File: src/include/adc_cfg_pkg.sv
package adc_cfg_pkg;
	localparam logic [7:0] addr_readback_timing = 8'h04;
	localparam logic [7:0] addr_scrambler_ctrl = 8'h07;
	localparam logic [7:0] addr_calib_delay = 8'h1E;
	localparam logic [7:0] addr_delay_loop_ctrl = 8'h52;
	localparam logic [7:0] rst_readback_timing = 8'h9F;
	localparam logic [7:0] rst_scrambler_ctrl = 8'h62;
	localparam logic [7:0] rst_calib_delay = 8'h80;
	localparam logic [7:0] rst_delay_loop_ctrl = 8'h0A;
	localparam int bit_sdo_edge = 7;
	localparam int bit_wclk_invert = 7;
	localparam int bit_calib_enable = 6;
	localparam int bit_scramble = 0;
	localparam int bit_duty_corr = 7;
	localparam int bit_phase_hi = 6;
	localparam int bit_phase_lo = 4;
	localparam int bit_loop_clk_en = 3;
	localparam int bit_loop_en = 2;
	localparam int bit_clk_buf_en = 1;
	localparam int bit_loop_run = 0;
	localparam logic [2:0] phase_default = 3'h0;
endpackage

File: src/hw/adc_clock_and_output_config_regs.sv
// Notes on behaviour
// RQ1: Bit 7 at 0x04 picks readback launch edge; 1 falling, 0 rising.
// RQ2: Host keeps all factory bits at their reset values.
// RQ3: Bit 7 at 0x07 inverts word clock, only in down conversion mode.
// RQ4: Bit 6 at 0x07 enables calibration delay; setting used only when set.
// RQ5: Bit 0 at 0x07 scrambles converter output data when set.
// RQ6: 0x1E holds eight-bit calibration start delay, linear, reset 0x80.
// RQ7: Bit 7 at 0x52 turns on input clock duty correction.
// RQ8: Bits 6:4 at 0x52 shift output clock phase in 45 degree steps.
// RQ9: Phase field acts only with phase delay enabled and no decimation.
// RQ10: Bit 3 at 0x52 keeps loop output clock running; 0 stops it.
// RQ11: Bit 2 at 0x52 enables the selectable-phase delay loop.
// RQ12: Bit 1 at 0x52 enables the clock input buffer; 0 kills clocks.
// RQ13: Bit 0 at 0x52 holds the delay loop in reset while 0.
// RQ14: Host resets the loop by writing run 0 then 1.
// RQ15: Writable bits read back last write; defaults restored on reset.
//
// Decided for this implementation: strobed register access.
module adc_clock_and_output_config_regs
	import adc_cfg_pkg::*;
(
	input wire logic clock,
	input wire logic rst,
	input wire logic [7:0] addr,
	input wire logic [7:0] wdata,
	input wire logic wr_en,
	input wire logic rd_en,
	output logic [7:0] rdata,
	input wire logic down_conversion,
	input wire logic phase_delay_enable,
	input wire logic decimation_used,
	output logic sdo_edge_select,
	output logic word_clock_invert,
	output logic output_scramble_enable,
	output logic calib_delay_enable,
	output logic [7:0] calib_start_delay,
	output logic duty_correction_enable,
	output logic [2:0] out_clock_phase_sel,
	output logic delay_loop_out_clock_enable,
	output logic delay_loop_enable,
	output logic clock_input_buffer_enable,
	output logic delay_loop_run
);
	// Stored register images
	logic [7:0] timing_q;
	logic [7:0] scram_q;
	logic [7:0] cdelay_q;
	logic [7:0] loop_q;
	// Read path
	logic [7:0] rdata_d;
	logic [7:0] rdata_q;
	// Mode strap synchronisers
	logic dc_s1_q;
	logic dc_s2_q;
	logic pd_s1_q;
	logic pd_s2_q;
	logic dm_s1_q;
	logic dm_s2_q;
	// Next values of the configuration outputs
	logic sdo_d;
	logic wclk_inv_d;
	logic scram_out_d;
	logic cal_en_d;
	logic [7:0] cdelay_d;
	logic duty_d;
	logic [2:0] phase_d;
	logic lclk_d;
	logic len_d;
	logic buf_d;
	logic run_d;
	// Configuration output flops
	logic sdo_q;
	logic wclk_inv_q;
	logic scram_out_q;
	logic cal_en_q;
	logic [7:0] cdelay_out_q;
	logic duty_q;
	logic [2:0] phase_q;
	logic lclk_q;
	logic len_q;
	logic buf_q;
	logic run_q;
	// Address decode
	logic hit_timing;
	logic hit_scram;
	logic hit_cdelay;
	logic hit_loop;
	logic wr_timing;
	logic wr_scram;
	logic wr_cdelay;
	logic wr_loop;
	logic phase_allowed;

	function automatic logic addr_hit(input logic [7:0] a, input logic [7:0] target);
		return a == target;
	endfunction

	assign hit_timing = addr_hit(addr, addr_readback_timing);
	assign hit_scram = addr_hit(addr, addr_scrambler_ctrl);
	assign hit_cdelay = addr_hit(addr, addr_calib_delay);
	assign hit_loop = addr_hit(addr, addr_delay_loop_ctrl);
	// Writes to unmapped addresses fall on the floor
	assign wr_timing = wr_en && hit_timing;
	assign wr_scram = wr_en && hit_scram;
	assign wr_cdelay = wr_en && hit_cdelay;
	assign wr_loop = wr_en && hit_loop;

	// Unmapped addresses read as zero
	always_comb begin
		rdata_d = 8'h00;
		if (hit_timing) rdata_d = timing_q; // RQ15
		if (hit_scram) rdata_d = scram_q;
		if (hit_cdelay) rdata_d = cdelay_q;
		if (hit_loop) rdata_d = loop_q;
	end

	assign sdo_d = timing_q[bit_sdo_edge]; // RQ1
	// Inversion only means something in down conversion mode
	assign wclk_inv_d = scram_q[bit_wclk_invert] & dc_s2_q; // RQ3
	assign scram_out_d = scram_q[bit_scramble]; // RQ5
	assign cal_en_d = scram_q[bit_calib_enable]; // RQ4
	// Without the enable the delay counter runs at its default code
	assign cdelay_d = cal_en_d ? cdelay_q : rst_calib_delay; // RQ4
	assign duty_d = loop_q[bit_duty_corr]; // RQ7
	// Phase shift ignored unless delay path active and no decimation
	assign phase_allowed = pd_s2_q && !dm_s2_q; // RQ9
	assign phase_d = phase_allowed ? loop_q[bit_phase_hi:bit_phase_lo] : phase_default; // RQ8
	assign lclk_d = loop_q[bit_loop_clk_en]; // RQ10
	assign len_d = loop_q[bit_loop_en]; // RQ11
	assign buf_d = loop_q[bit_clk_buf_en]; // RQ12
	assign run_d = loop_q[bit_loop_run]; // RQ13

	// Factory bits stored as written; host must leave them alone
	always_ff @(posedge clock) begin
		if (rst) begin
			timing_q <= rst_readback_timing;
		end else if (wr_timing) begin
			timing_q <= wdata; // RQ15
		end
	end

	always_ff @(posedge clock) begin
		if (rst) begin
			scram_q <= rst_scrambler_ctrl;
		end else if (wr_scram) begin
			scram_q <= wdata; // RQ15
		end
	end

	always_ff @(posedge clock) begin
		if (rst) begin
			cdelay_q <= rst_calib_delay;
		end else if (wr_cdelay) begin
			cdelay_q <= wdata; // RQ6
		end
	end

	always_ff @(posedge clock) begin
		if (rst) begin
			loop_q <= rst_delay_loop_ctrl;
		end else if (wr_loop) begin
			loop_q <= wdata; // RQ15
		end
	end

	always_ff @(posedge clock) begin
		if (rst) begin
			rdata_q <= 8'h00;
		end else begin
			rdata_q <= rd_en ? rdata_d : 8'h00;
		end
	end

	// Mode straps come from other clock regions
	always_ff @(posedge clock) begin
		if (rst) begin
			dc_s1_q <= 1'b0;
			dc_s2_q <= 1'b0;
		end else begin
			dc_s1_q <= down_conversion;
			dc_s2_q <= dc_s1_q;
		end
	end

	always_ff @(posedge clock) begin
		if (rst) begin
			pd_s1_q <= 1'b0;
			pd_s2_q <= 1'b0;
		end else begin
			pd_s1_q <= phase_delay_enable;
			pd_s2_q <= pd_s1_q;
		end
	end

	always_ff @(posedge clock) begin
		if (rst) begin
			dm_s1_q <= 1'b0;
			dm_s2_q <= 1'b0;
		end else begin
			dm_s1_q <= decimation_used;
			dm_s2_q <= dm_s1_q;
		end
	end

	always_ff @(posedge clock) begin
		if (rst) begin
			sdo_q <= rst_readback_timing[bit_sdo_edge];
		end else begin
			sdo_q <= sdo_d; // RQ1
		end
	end

	always_ff @(posedge clock) begin
		if (rst) begin
			wclk_inv_q <= 1'b0;
		end else begin
			wclk_inv_q <= wclk_inv_d; // RQ3
		end
	end

	always_ff @(posedge clock) begin
		if (rst) begin
			scram_out_q <= rst_scrambler_ctrl[bit_scramble];
		end else begin
			scram_out_q <= scram_out_d; // RQ5
		end
	end

	always_ff @(posedge clock) begin
		if (rst) begin
			cal_en_q <= rst_scrambler_ctrl[bit_calib_enable];
		end else begin
			cal_en_q <= cal_en_d; // RQ4
		end
	end

	always_ff @(posedge clock) begin
		if (rst) begin
			cdelay_out_q <= rst_calib_delay;
		end else begin
			cdelay_out_q <= cdelay_d; // RQ6
		end
	end

	always_ff @(posedge clock) begin
		if (rst) begin
			duty_q <= rst_delay_loop_ctrl[bit_duty_corr];
		end else begin
			duty_q <= duty_d; // RQ7
		end
	end

	always_ff @(posedge clock) begin
		if (rst) begin
			phase_q <= phase_default;
		end else begin
			phase_q <= phase_d; // RQ8
		end
	end

	always_ff @(posedge clock) begin
		if (rst) begin
			lclk_q <= rst_delay_loop_ctrl[bit_loop_clk_en];
		end else begin
			lclk_q <= lclk_d; // RQ10
		end
	end

	always_ff @(posedge clock) begin
		if (rst) begin
			len_q <= rst_delay_loop_ctrl[bit_loop_en];
		end else begin
			len_q <= len_d; // RQ11
		end
	end

	always_ff @(posedge clock) begin
		if (rst) begin
			buf_q <= rst_delay_loop_ctrl[bit_clk_buf_en];
		end else begin
			buf_q <= buf_d; // RQ12
		end
	end

	always_ff @(posedge clock) begin
		if (rst) begin
			run_q <= rst_delay_loop_ctrl[bit_loop_run];
		end else begin
			run_q <= run_d; // RQ13
		end
	end

	assign rdata = rdata_q;
	assign sdo_edge_select = sdo_q;
	assign word_clock_invert = wclk_inv_q;
	assign output_scramble_enable = scram_out_q;
	assign calib_delay_enable = cal_en_q;
	assign calib_start_delay = cdelay_out_q;
	assign duty_correction_enable = duty_q;
	assign out_clock_phase_sel = phase_q;
	assign delay_loop_out_clock_enable = lclk_q;
	assign delay_loop_enable = len_q;
	assign clock_input_buffer_enable = buf_q;
	assign delay_loop_run = run_q;
endmodule

File: config.mk
export PLATFORM = sky130hd
export DESIGN_NAME = adc_clock_and_output_config_regs
export DESIGN_NICKNAME = d
export VERILOG_FILES = /design/src/include/adc_cfg_pkg.sv /design/src/hw/adc_clock_and_output_config_regs.sv
export SDC_FILE = /design/constraint.sdc
export NUM_CORES = 1
export LEC_CHECK = 0
export ABC_AREA = 0
export BUFFER_PORTS_ARGS = -buffer_cell sky130_fd_sc_hd__buf_2
export CAP_MARGIN = 40
export CORE_AREA = 2 2 74 76
export CTS_CLUSTER_DIAMETER = 120
export DETAILED_ROUTE_END_ITERATION = 10
export DIE_AREA = 0 0 76 78
export PLACE_DENSITY = 0.75
export RECOVER_POWER = 50
export SKIP_CTS_REPAIR_TIMING = 1
export SLEW_MARGIN = 15
export SYNTH_ARGS = -nofsm -noshare
export SYNTH_HDL_FRONTEND = slang
export SYNTH_SLANG_ARGS = --single-unit
File: constraint.sdc
create_clock -name clock -period 1.25 [get_ports clock]
set_clock_uncertainty 0.15 [all_clocks]
set_input_delay 0 -clock clock [delete_from_list [all_inputs] [get_ports clock]]
set_output_delay 0 -clock clock [all_outputs]
set_load 0.01 [all_outputs]
# [Word-level counts from Yosys, hierarchy flattened]
# Index checks and enable logic that the tools add are counted.
[op_classes] n_reduce_logical=9 n_bitwise=4 muxes=4 eq_ne=4
[ops] op="2-to-1 mux 8 bit" count=4
[ops] op="equality test 8 x 3 -> 1 bit (second input constant)" count=2
[ops] op="equality test 8 x 5 -> 1 bit (second input constant)" count=1
[ops] op="equality test 8 x 7 -> 1 bit (second input constant)" count=1
[ops] op="OR reduction 2 bit" count=3
[ops] op="logical AND 1 bit" count=5
[ops] op="inverter 1 bit" count=3
[ops] op="AND 1 bit" count=1
[ops] op="logical NOT 1 bit" count=1
[word_totals] input_bits=23 elab_cells=43 out_inout_bits=28 ff_bits=66

# [Longest topological paths before layout]
# Gate-level depths: netlist of run 1.
[depth] word_depth=5 depth_mapped=6 mapped_depth_nobuf=4

# [Worst setup path before layout of run 1]
# No wires, ideal clock.
[synth_timing] path_type="input to register" start="in addr[5]" end="reg timing_q[1]" t_arrival_ns=1.045 stages=5 setup_ns=0.122 t_required_ns=0.978 setup_slack_ns=-0.067 n_path_buf=1 path_cell_list="nor4_1 > nand4_1 > buf_2 > nor3_1 > a21oi_1"
[synth_between] elab_chain_len=2
[synth_rtl] element="from (decl)" line="adc_clock_and_output_config_regs.sv:24" text="input wire logic [7:0] addr,"
[synth_rtl] element="equality test 8 x 3 -> 1 bit" line="adc_clock_and_output_config_regs.sv:95" text="return a == target;"
[synth_rtl] element="logical AND 1 bit" line="adc_clock_and_output_config_regs.sv:103" text="assign wr_timing = wr_en && hit_timing;"
[synth_rtl] element="to (signal assigned)" line="adc_clock_and_output_config_regs.sv:136" text="timing_q <= rst_readback_timing;"
[synth_rtl] element="to (signal assigned)" line="adc_clock_and_output_config_regs.sv:138" text="timing_q <= wdata;"
[synth_rtl] element="to (decl)" line="adc_clock_and_output_config_regs.sv:45" text="logic [7:0] timing_q;"
# Every way passes these cells.
# A chain may end at the register's enable or synchronous reset.

# [Worst setup path after layout of run 1]
[layout_timing] start="in decimation_used" end="reg dm_s1_q"
[layout_lines] element="from (decl)" line="adc_clock_and_output_config_regs.sv:31" text="input wire logic decimation_used,"
[layout_lines] element="to (signal assigned)" line="adc_clock_and_output_config_regs.sv:200" text="dm_s1_q <= decimation_used;"
[layout_lines] element="to (decl)" line="adc_clock_and_output_config_regs.sv:57" text="logic dm_s1_q;"
# No word-level cell between the ends.

==> run summary, run 1 <==
The internal portion of the total power is 2.930 mW. STA puts the critical path data arrival time at 1310 ps. The non-filler instance count after layout is 384, and the count of H-tree levels built during CTS is 3. The final clock period utilization by the worst path is 0.9842, and the total number of placement rows is 26. Setup violations remaining at the end of the flow were counted as 0. In the post-synthesis netlist, the cell with the most instances is sky130_fd_sc_hd__dfxtp_1. The routed wire length per instance came out at 13.47 um. The minimum clock period is 1230 ps. The clock passes through at most 2 buffers. The wire length of the first global-routing pass was 8245 um; the I/O pin count was 51. Share of the synthesized area in the top cell type: 0.5602. The flip-flop and latch count after synthesis came out at 66. The biggest area consumer among synthesized cells is sky130_fd_sc_hd__dfxtp_1. The initial standard-cell utilization of the core was 0.4677; the final sum of negative setup slack was 0 ps. CTS placed an instance of sky130_fd_sc_hd__clkbuf_8 at the clock tree root. The repair_antennas step left the layout with diodes totalling 0.

Core region area: 5042 um^2. Switching share of total power: 0.2342. The initial antenna violation count is 0, and the share of final-layout standard cells stronger than drive strength 1 is 0.1847. The total grt overflow is 0, and the total of buffers placed on input and output ports is 50.

For this design, the sink count on the clock tree is 66. The switching power summed over all nets came out at 0.8964 mW. From synthesis to final layout, the design area changed by 28.54%. Synthesized net count: 253. The detail route stage leaves a number of antenna-violating nets equal to 0. The via count of the first global-routing pass is 1792. In this run the most critical hold path is launched from rd_en. By area the synthesized netlist is led by sky130_fd_sc_hd__dfxtp_1 (56%), sky130_fd_sc_hd__mux2i_1 (8.1%), sky130_fd_sc_hd__nor2_1 (5.3%), sky130_fd_sc_hd__a21oi_1 (3.6%), sky130_fd_sc_hd__nor2b_1 (3.4%). The number of fill cells in the layout is 437, and the portion of the post-synthesis area used by sequential elements is 0.5602.

The power per cell area was 1262 nW/um^2; the net count of the finished layout was 332. Counting flops with a built-in enable in the synthesized netlist gives 0. For the pin with the worst max-slew slack, the measured transition is 666.2 ps. Pin count of the biggest net entering global routing: 29. The DRC violations left came out at 0. The startpoint identified for the worst register-to-register timing path is scram_q[6]$_SDFFE_PP1P_. The floorplan step set the die width to 76 um. The floorplan step defined a die boundary enclosing 5928 um^2. The tightest min-delay check is of the in2reg type. After synthesis, the mean cell area works out to 10.25 um^2. VDD sags by at most 0.8793 mV. For this block, the routed nets add up to 5173 um of wire. The flow ran to the end, and the final reports show no timing, DRC or antenna violations. The count of placed standard cells including taps is 352.

The number of buffers added by the clock tree synthesis step is 9, and the worst slew slack as a fraction of its limit is 0.5549. The final total power came out at 3.827 mW. The final number of max-transition violations is 0. Clock network power share: 0.390. In this run the worst setup path begins at decimation_used. The last weighted congestion value of the routability-driven placer was 0.7969.

For the total vias in the final route, the log shows 1933. TritonCTS built the clock tree. For the logic gate share of total power, the log shows 0.057.

Total count of hold-check failures in the final report: 0. The height of the die came out at 78 um. The kind of capture point of the worst setup path is a flip-flop. The tools report the number of distinct library cell variants in the gate-level netlist after synthesis as 27. Clock latency on the worst-skew pair, taken at its later pin, is 340 ps. Dividing the detail-routed via count by the number of cells gives 5.034. The mapped cell area is 2359 um^2, and the share of flip-flops with an asynchronous set or reset after synthesis is 0. The most frequently used flop master after synthesis was sky130_fd_sc_hd__dfxtp_1. The logs give 230 for the number of cells produced by synthesis and 1.351 nW for the total leakage power. The first detailed-routing pass took 4 iterations. The share of power burned in registers is 0.553, and the clock-pin slew on the worst setup and hold paths is 70 ps. Start-to-end type of the worst setup path: in2reg. The tools report the half-perimeter wire length after detailed placement as 3526 um. At the worst endpoint, the required time is 1330 ps. Ranked by instance count, the synthesized netlist is headed by sky130_fd_sc_hd__dfxtp_1 (66), sky130_fd_sc_hd__nor2_1 (33), sky130_fd_sc_hd__mux2i_1 (19), sky130_fd_sc_hd__a21oi_1 (17), sky130_fd_sc_hd__nor2b_1 (13).

The tools report the top achievable clock speed as 812.8 MHz. The top fanout value on the critical path is 1, and the number of warnings issued by yosys is 0. The number of DRC markers in iteration 0 came out at 98.

The tools report the global-route total usage across every layer as 0.1792. STA classifies the critical path startpoint as an input pin. The number of max-cap violations was 0.
-- final cells by class --
type,instances,area [um^2],area share
Sequential cell,66,1321,0.4358
Multi-Input combinational cell,147,962.2,0.3174
Timing Repair Buffer,80,479.2,0.1581
Clock buffer,11,131.4,0.04333
Tap cell,70,87.58,0.02889
Clock inverter,5,31.28,0.01032
Inverter,5,18.77,0.006191
-- sequential cells by signal, indices dropped and copies added, names as in the netlist, 3 cells and up --
register             flops
calib_start_delay        8
scram_q                  8
cdelay_q                 8
loop_q                   8
timing_q                 8
rdata                    8
out_clock_phase_sel      3
-- cells in the final DEF, fill, tap and decap left out --
cell                            netlist  final
sky130_fd_sc_hd__nand4_1              2      2
sky130_fd_sc_hd__nor4b_2              0      1
sky130_fd_sc_hd__and2_1              11     11
sky130_fd_sc_hd__clkbuf_1             7     31
sky130_fd_sc_hd__nor2b_1             13     13
sky130_fd_sc_hd__nand2_1              3      3
sky130_fd_sc_hd__a22oi_1              8      8
sky130_fd_sc_hd__o22ai_1              8      8
sky130_fd_sc_hd__nand2b_1             1      1
sky130_fd_sc_hd__o211a_1              8      8
sky130_fd_sc_hd__dfxtp_1             66     66
sky130_fd_sc_hd__nor2_2               0      1
sky130_fd_sc_hd__buf_4                0     14
sky130_fd_sc_hd__nand4bb_1            1      1
sky130_fd_sc_hd__and4bb_2             2      2
sky130_fd_sc_hd__nand3_2              1      2
sky130_fd_sc_hd__clkbuf_8             0      9
sky130_fd_sc_hd__clkinvlp_4           0      1
sky130_fd_sc_hd__inv_1                5      5
sky130_fd_sc_hd__nor3_1               9      9
sky130_fd_sc_hd__a21o_1               1      1
sky130_fd_sc_hd__or2_2                2      2
sky130_fd_sc_hd__a21oi_1             17     17
sky130_fd_sc_hd__clkinv_2             0      3
sky130_fd_sc_hd__dlygate4sd3_1        0     16
sky130_fd_sc_hd__nor2_1              33     32
sky130_fd_sc_hd__a211o_1              3      3
sky130_fd_sc_hd__nor3b_1              2      2
sky130_fd_sc_hd__nor4_2               0      1
sky130_fd_sc_hd__clkinv_4             0      1
sky130_fd_sc_hd__mux2i_1             19     19
sky130_fd_sc_hd__buf_2                3     21
-- stage by stage --
stage / cell area [um^2] / utilization / hold slack (ps) / worst slack, ps
6_report: 3032 / 0.6012 / 27.44 / 19.74
3_5_place_dp: 2761 / 0.5476 / 64.27 / -128.9
5_1_grt: 3032 / 0.6012 / 37.37 / -1.485
3_3_place_gp: 2761 / 0.5476 / 61.00 / -73.58
2_1_floorplan: 2367 / - / -21.82 / -36.99
4_1_cts: 2924 / 0.5799 / -297.5 / 213.5
-- routing by layer --
metal | share of wire | global-route usage | vias up
met4 | 0.016 | 0.1036 | 0
met2 | 0.49 | 0.3125 | 60
li1 | - | - | 958
met3 | 0.056 | 0.03721 | 10
met5 | 0 | 0 | -
met1 | 0.43 | 0.2041 | 905
-- cells by family (layout without fill, tap and decap cells) --
logic type             Yosys count  count (layout)  synth area share
and+or+nand+nor                 83              83            0.1995
DFF                             66              66            0.5602
AOI/OAI and AO/OA               45              45            0.1310
muxes                           19              19           0.08064
buffers and inverters           17             101           0.02865
-- power by group through the flow --
stage / clock [mW] / combinational, mW / sequential (mW)
after floorplan: 0 / 0.0861 / 2.16
after global placement: 0 / 0.179 / 2.16
after detailed placement: 0 / 0.182 / 2.16
after CTS: 1.52 / 0.183 / 2.12
after global routing: 1.62 / 0.236 / 2.12
final: 1.49 / 0.217 / 2.12
-- critical path, stage by stage --
cell	delay, ps
sky130_fd_sc_hd__dlygate4sd3_1	540
sky130_fd_sc_hd__buf_2	110
sky130_fd_sc_hd__nor2b_1	110
sky130_fd_sc_hd__dlygate4sd3_1	550
-- final timing paths --
kind / end / slack [ps] / cells past startpoint
worst max-delay path: dm_s1_q$_SDFF_PP0_ / 20 / 4
worst min-delay path: rdata[4]$_SDFF_PP0_ / 30 / 3
worst max register to register: calib_start_delay[5]$_SDFF_PP0_ / 230 / 3
worst min register to register: pd_s2_q$_SDFF_PP0_ / 290 / 1
No activity file was read; power rests on OpenSTA's default activity.
==> run 2, diff against run 1 <==
- PLACE_DENSITY: 0.75 -> 0.73
==> run summary, run 2 (synthesized netlist as in run 1, its figures left out) <==
The top achievable clock speed was 816.5 MHz (was 812.8 MHz); the antenna diode count was 0 (unchanged). For the arrival time of the worst setup path, the log shows 1300 ps (was 1310 ps). The most common library cell in the layout ignoring fill and taps is sky130_fd_sc_hd__dfxtp_1 (unchanged).

The logs give 0 (unchanged) for the number of max-cap violations and 1827 (was 1792) for the via count of the first global-routing pass. The tools report the start of the worst register-to-register path as scram_q[6]$_SDFFE_PP1P_ (unchanged). For the worst slack after detailed placement, the log shows -83.17 ps (was -128.9 ps). The final clock period utilization by the worst path is 0.9798 (was 0.9842), and the final total power is 4.098 mW (was 3.827 mW).

The run gives 341 (was 332) as the net count of the finished layout. The run finished with clean final reports. The horizontal die dimension is 76 um (unchanged).

The die footprint came out at 5928 um^2 (unchanged). The total wirelength of the detailed-routed design came out at 5508 um (was 5173 um). The power per cell area is 1300 nW/um^2 (was 1262 nW/um^2).

The run gives 1970 (was 1933) as the total vias in the final route. The tools report the hold path endpoint as loop_q[3]$_SDFFE_PP1P_ (was rdata[4]$_SDFF_PP0_). The run gives 4 (unchanged) as the detailed-router iteration count before antenna repair. Half-perimeter wire length after detailed placement: 3662 um (was 3526 um).

For the number of buffers added by the clock tree synthesis step, the log shows 9 (unchanged). The detailed-route vias per instance came out at 5.038 (was 5.034). The tools report the startpoint class of the critical path as an input pin (unchanged). The number of failing setup endpoints in the final timing report is 0 (unchanged), and the DRC violations left is 0 (unchanged). The worst reg2reg path depth came out at 3 (unchanged). The pin count of the biggest net entering global routing came out at 25 (was 29). The kind of capture point of the worst setup path is a flip-flop (unchanged). The number of DRC markers in iteration 0 is 106 (was 98), and the transition time of the tightest slew-check pin is 594.8 ps (was 666.2 ps). The clock latency on the worst-skew pair is 330 ps (was 340 ps), and the top fanout value on the critical path is 1 (unchanged). For the maximum buffer depth of the clock tree, the log shows 2 (unchanged). The minimum clock period came out at 1225 ps (was 1230 ps). Most used cells in the layout excluding fill and tap cells: sky130_fd_sc_hd__dfxtp_1 (66), sky130_fd_sc_hd__nor2_1 (32), sky130_fd_sc_hd__clkbuf_1 (30) (was sky130_fd_sc_hd__dfxtp_1 (66), sky130_fd_sc_hd__nor2_1 (32), sky130_fd_sc_hd__clkbuf_1 (31)).

TritonCTS built the clock tree. The area added between synthesis and finish was 33.69% (was 28.54%). The clock-pin slew on the worst setup and hold paths came out at 60 ps (was 70 ps).

The start-to-end type of the worst setup path was in2reg (unchanged). Setup repair after global routing left no endpoint under its margin. The count of placed standard cells including taps is 355 (was 352), and the non-filler instance count after layout is 391 (was 384).

The peak ir drop on the vdd network was 0.7870 mV (was 0.8793 mV). The initial antenna violation count was 0 (unchanged). The tools report the launching element of the worst setup path as phase_delay_enable (was decimation_used).

The worst slew slack as a fraction of its limit was 0.6027 (was 0.5549). The count of H-tree levels built during CTS is 3 (unchanged), and the total of buffers placed on input and output ports is 50 (unchanged). The total grt overflow was 0 (unchanged). The capture point of the worst reg-to-reg path is calib_start_delay[6]$_SDFF_PP0_ (was calib_start_delay[5]$_SDFF_PP0_).

The height of the die is 78 um (unchanged). The run gives 140 ps (was 230 ps) as the setup slack of the worst register-to-register path. The final antenna-violating net count was 0 (unchanged); the initial standard-cell utilization of the core was 0.4677 (unchanged).

The tools report the global-route total usage across every layer as 0.1803 (was 0.1792). The CTS root buffer was sky130_fd_sc_hd__clkbuf_8 (unchanged). The tools report the wire length of the first global-routing pass as 8349 um (was 8245 um). The logs give 1320 ps (was 1330 ps) for the data required time of the worst path and 0.7923 (was 0.7969) for the last weighted congestion value of the routability-driven placer. The instance count along the most critical hold path works out to 4 (was 3). The source of the worst hold timing path was addr[2] (was rd_en).

The tools report the slack of the critical path as 25.24 ps (was 19.74 ps). The total number of placement rows was 26 (unchanged); the share of final-layout standard cells stronger than drive strength 1 was 0.1869 (was 0.1847). Clock net sink count: 66 (unchanged).

The tools report the hold slack as 13.25 ps (was 27.44 ps). Path class of the lowest-slack min-delay path: in2reg (unchanged). I/O pin count: 51 (unchanged).

The total count of hold-check failures in the final report was 0 (unchanged). Final number of max-transition violations: 0 (unchanged). The total leakage power is 1.407 nW (was 1.351 nW). The routed wire length per instance was 14.09 um (was 13.47 um). The tools report the final sum of negative setup slack as 0 ps (unchanged). The core region area was 5042 um^2 (unchanged).
[run 2: metal layers]
metal	part of all wire	track usage	routed length, um	vias to the layer above
met5	0	0	0	-
met3	0.047	0.06047	259	13
met1	0.42	0.2053	2334	918
met4	0.020	0.08182	108	0
met2	0.51	0.3080	2806	57
li1	-	-	-	982
[run 2: area by class of cell]
cell class / count / area, um^2
inverters: 5 / 18.77
repair buffers: 89 / 555.5
well taps: 70 / 87.58
multi-input cells: 147 / 978.4
clock buffers: 11 / 151.4
clock inverters: 3 / 40.04
flip-flops and latches: 66 / 1321
fillers: 444 / 1889
[run 2: how the worst max path moves through the flow]
stage	slack (ps)	endpoint	cells past startpoint
6_report	30	pd_s1_q$_SDFF_PP0_	4
5_1_grt	10	pd_s1_q$_SDFF_PP0_	4
4_1_cts	230	rdata[4]$_SDFF_PP0_	3
3_5_place_dp	-80	loop_q[1]$_SDFFE_PP1P_	4
3_3_place_gp	-70	rdata[0]$_SDFF_PP0_	5
2_1_floorplan	-40	loop_q[1]$_SDFFE_PP1P_	3
[run 2: through the flow]
| step | area (um^2) | utilization |
|---|---|---|
| 3_5_place_dp | 2784 | 0.5521 |
| 3_3_place_gp | 2784 | 0.5521 |
| 4_1_cts | 2975 | 0.5901 |
| 2_1_floorplan | 2367 | - |
| 5_1_grt | 3153 | 0.6253 |
| 6_report | 3153 | 0.6253 |
[run 2: where the power goes]
part | switching (mW) | internal, mW | leakage (nW)
Clock | 0.736 | 1.00 | 0.101
Sequential | 0.00290 | 2.11 | 0.533
Combinational | 0.124 | 0.120 | 0.773
[run 2: critical path, cell delays in order]
cell	delay (ps)
sky130_fd_sc_hd__dlygate4sd3_1	530
sky130_fd_sc_hd__buf_2	110
sky130_fd_sc_hd__nor2b_1	110
sky130_fd_sc_hd__dlygate4sd3_1	540
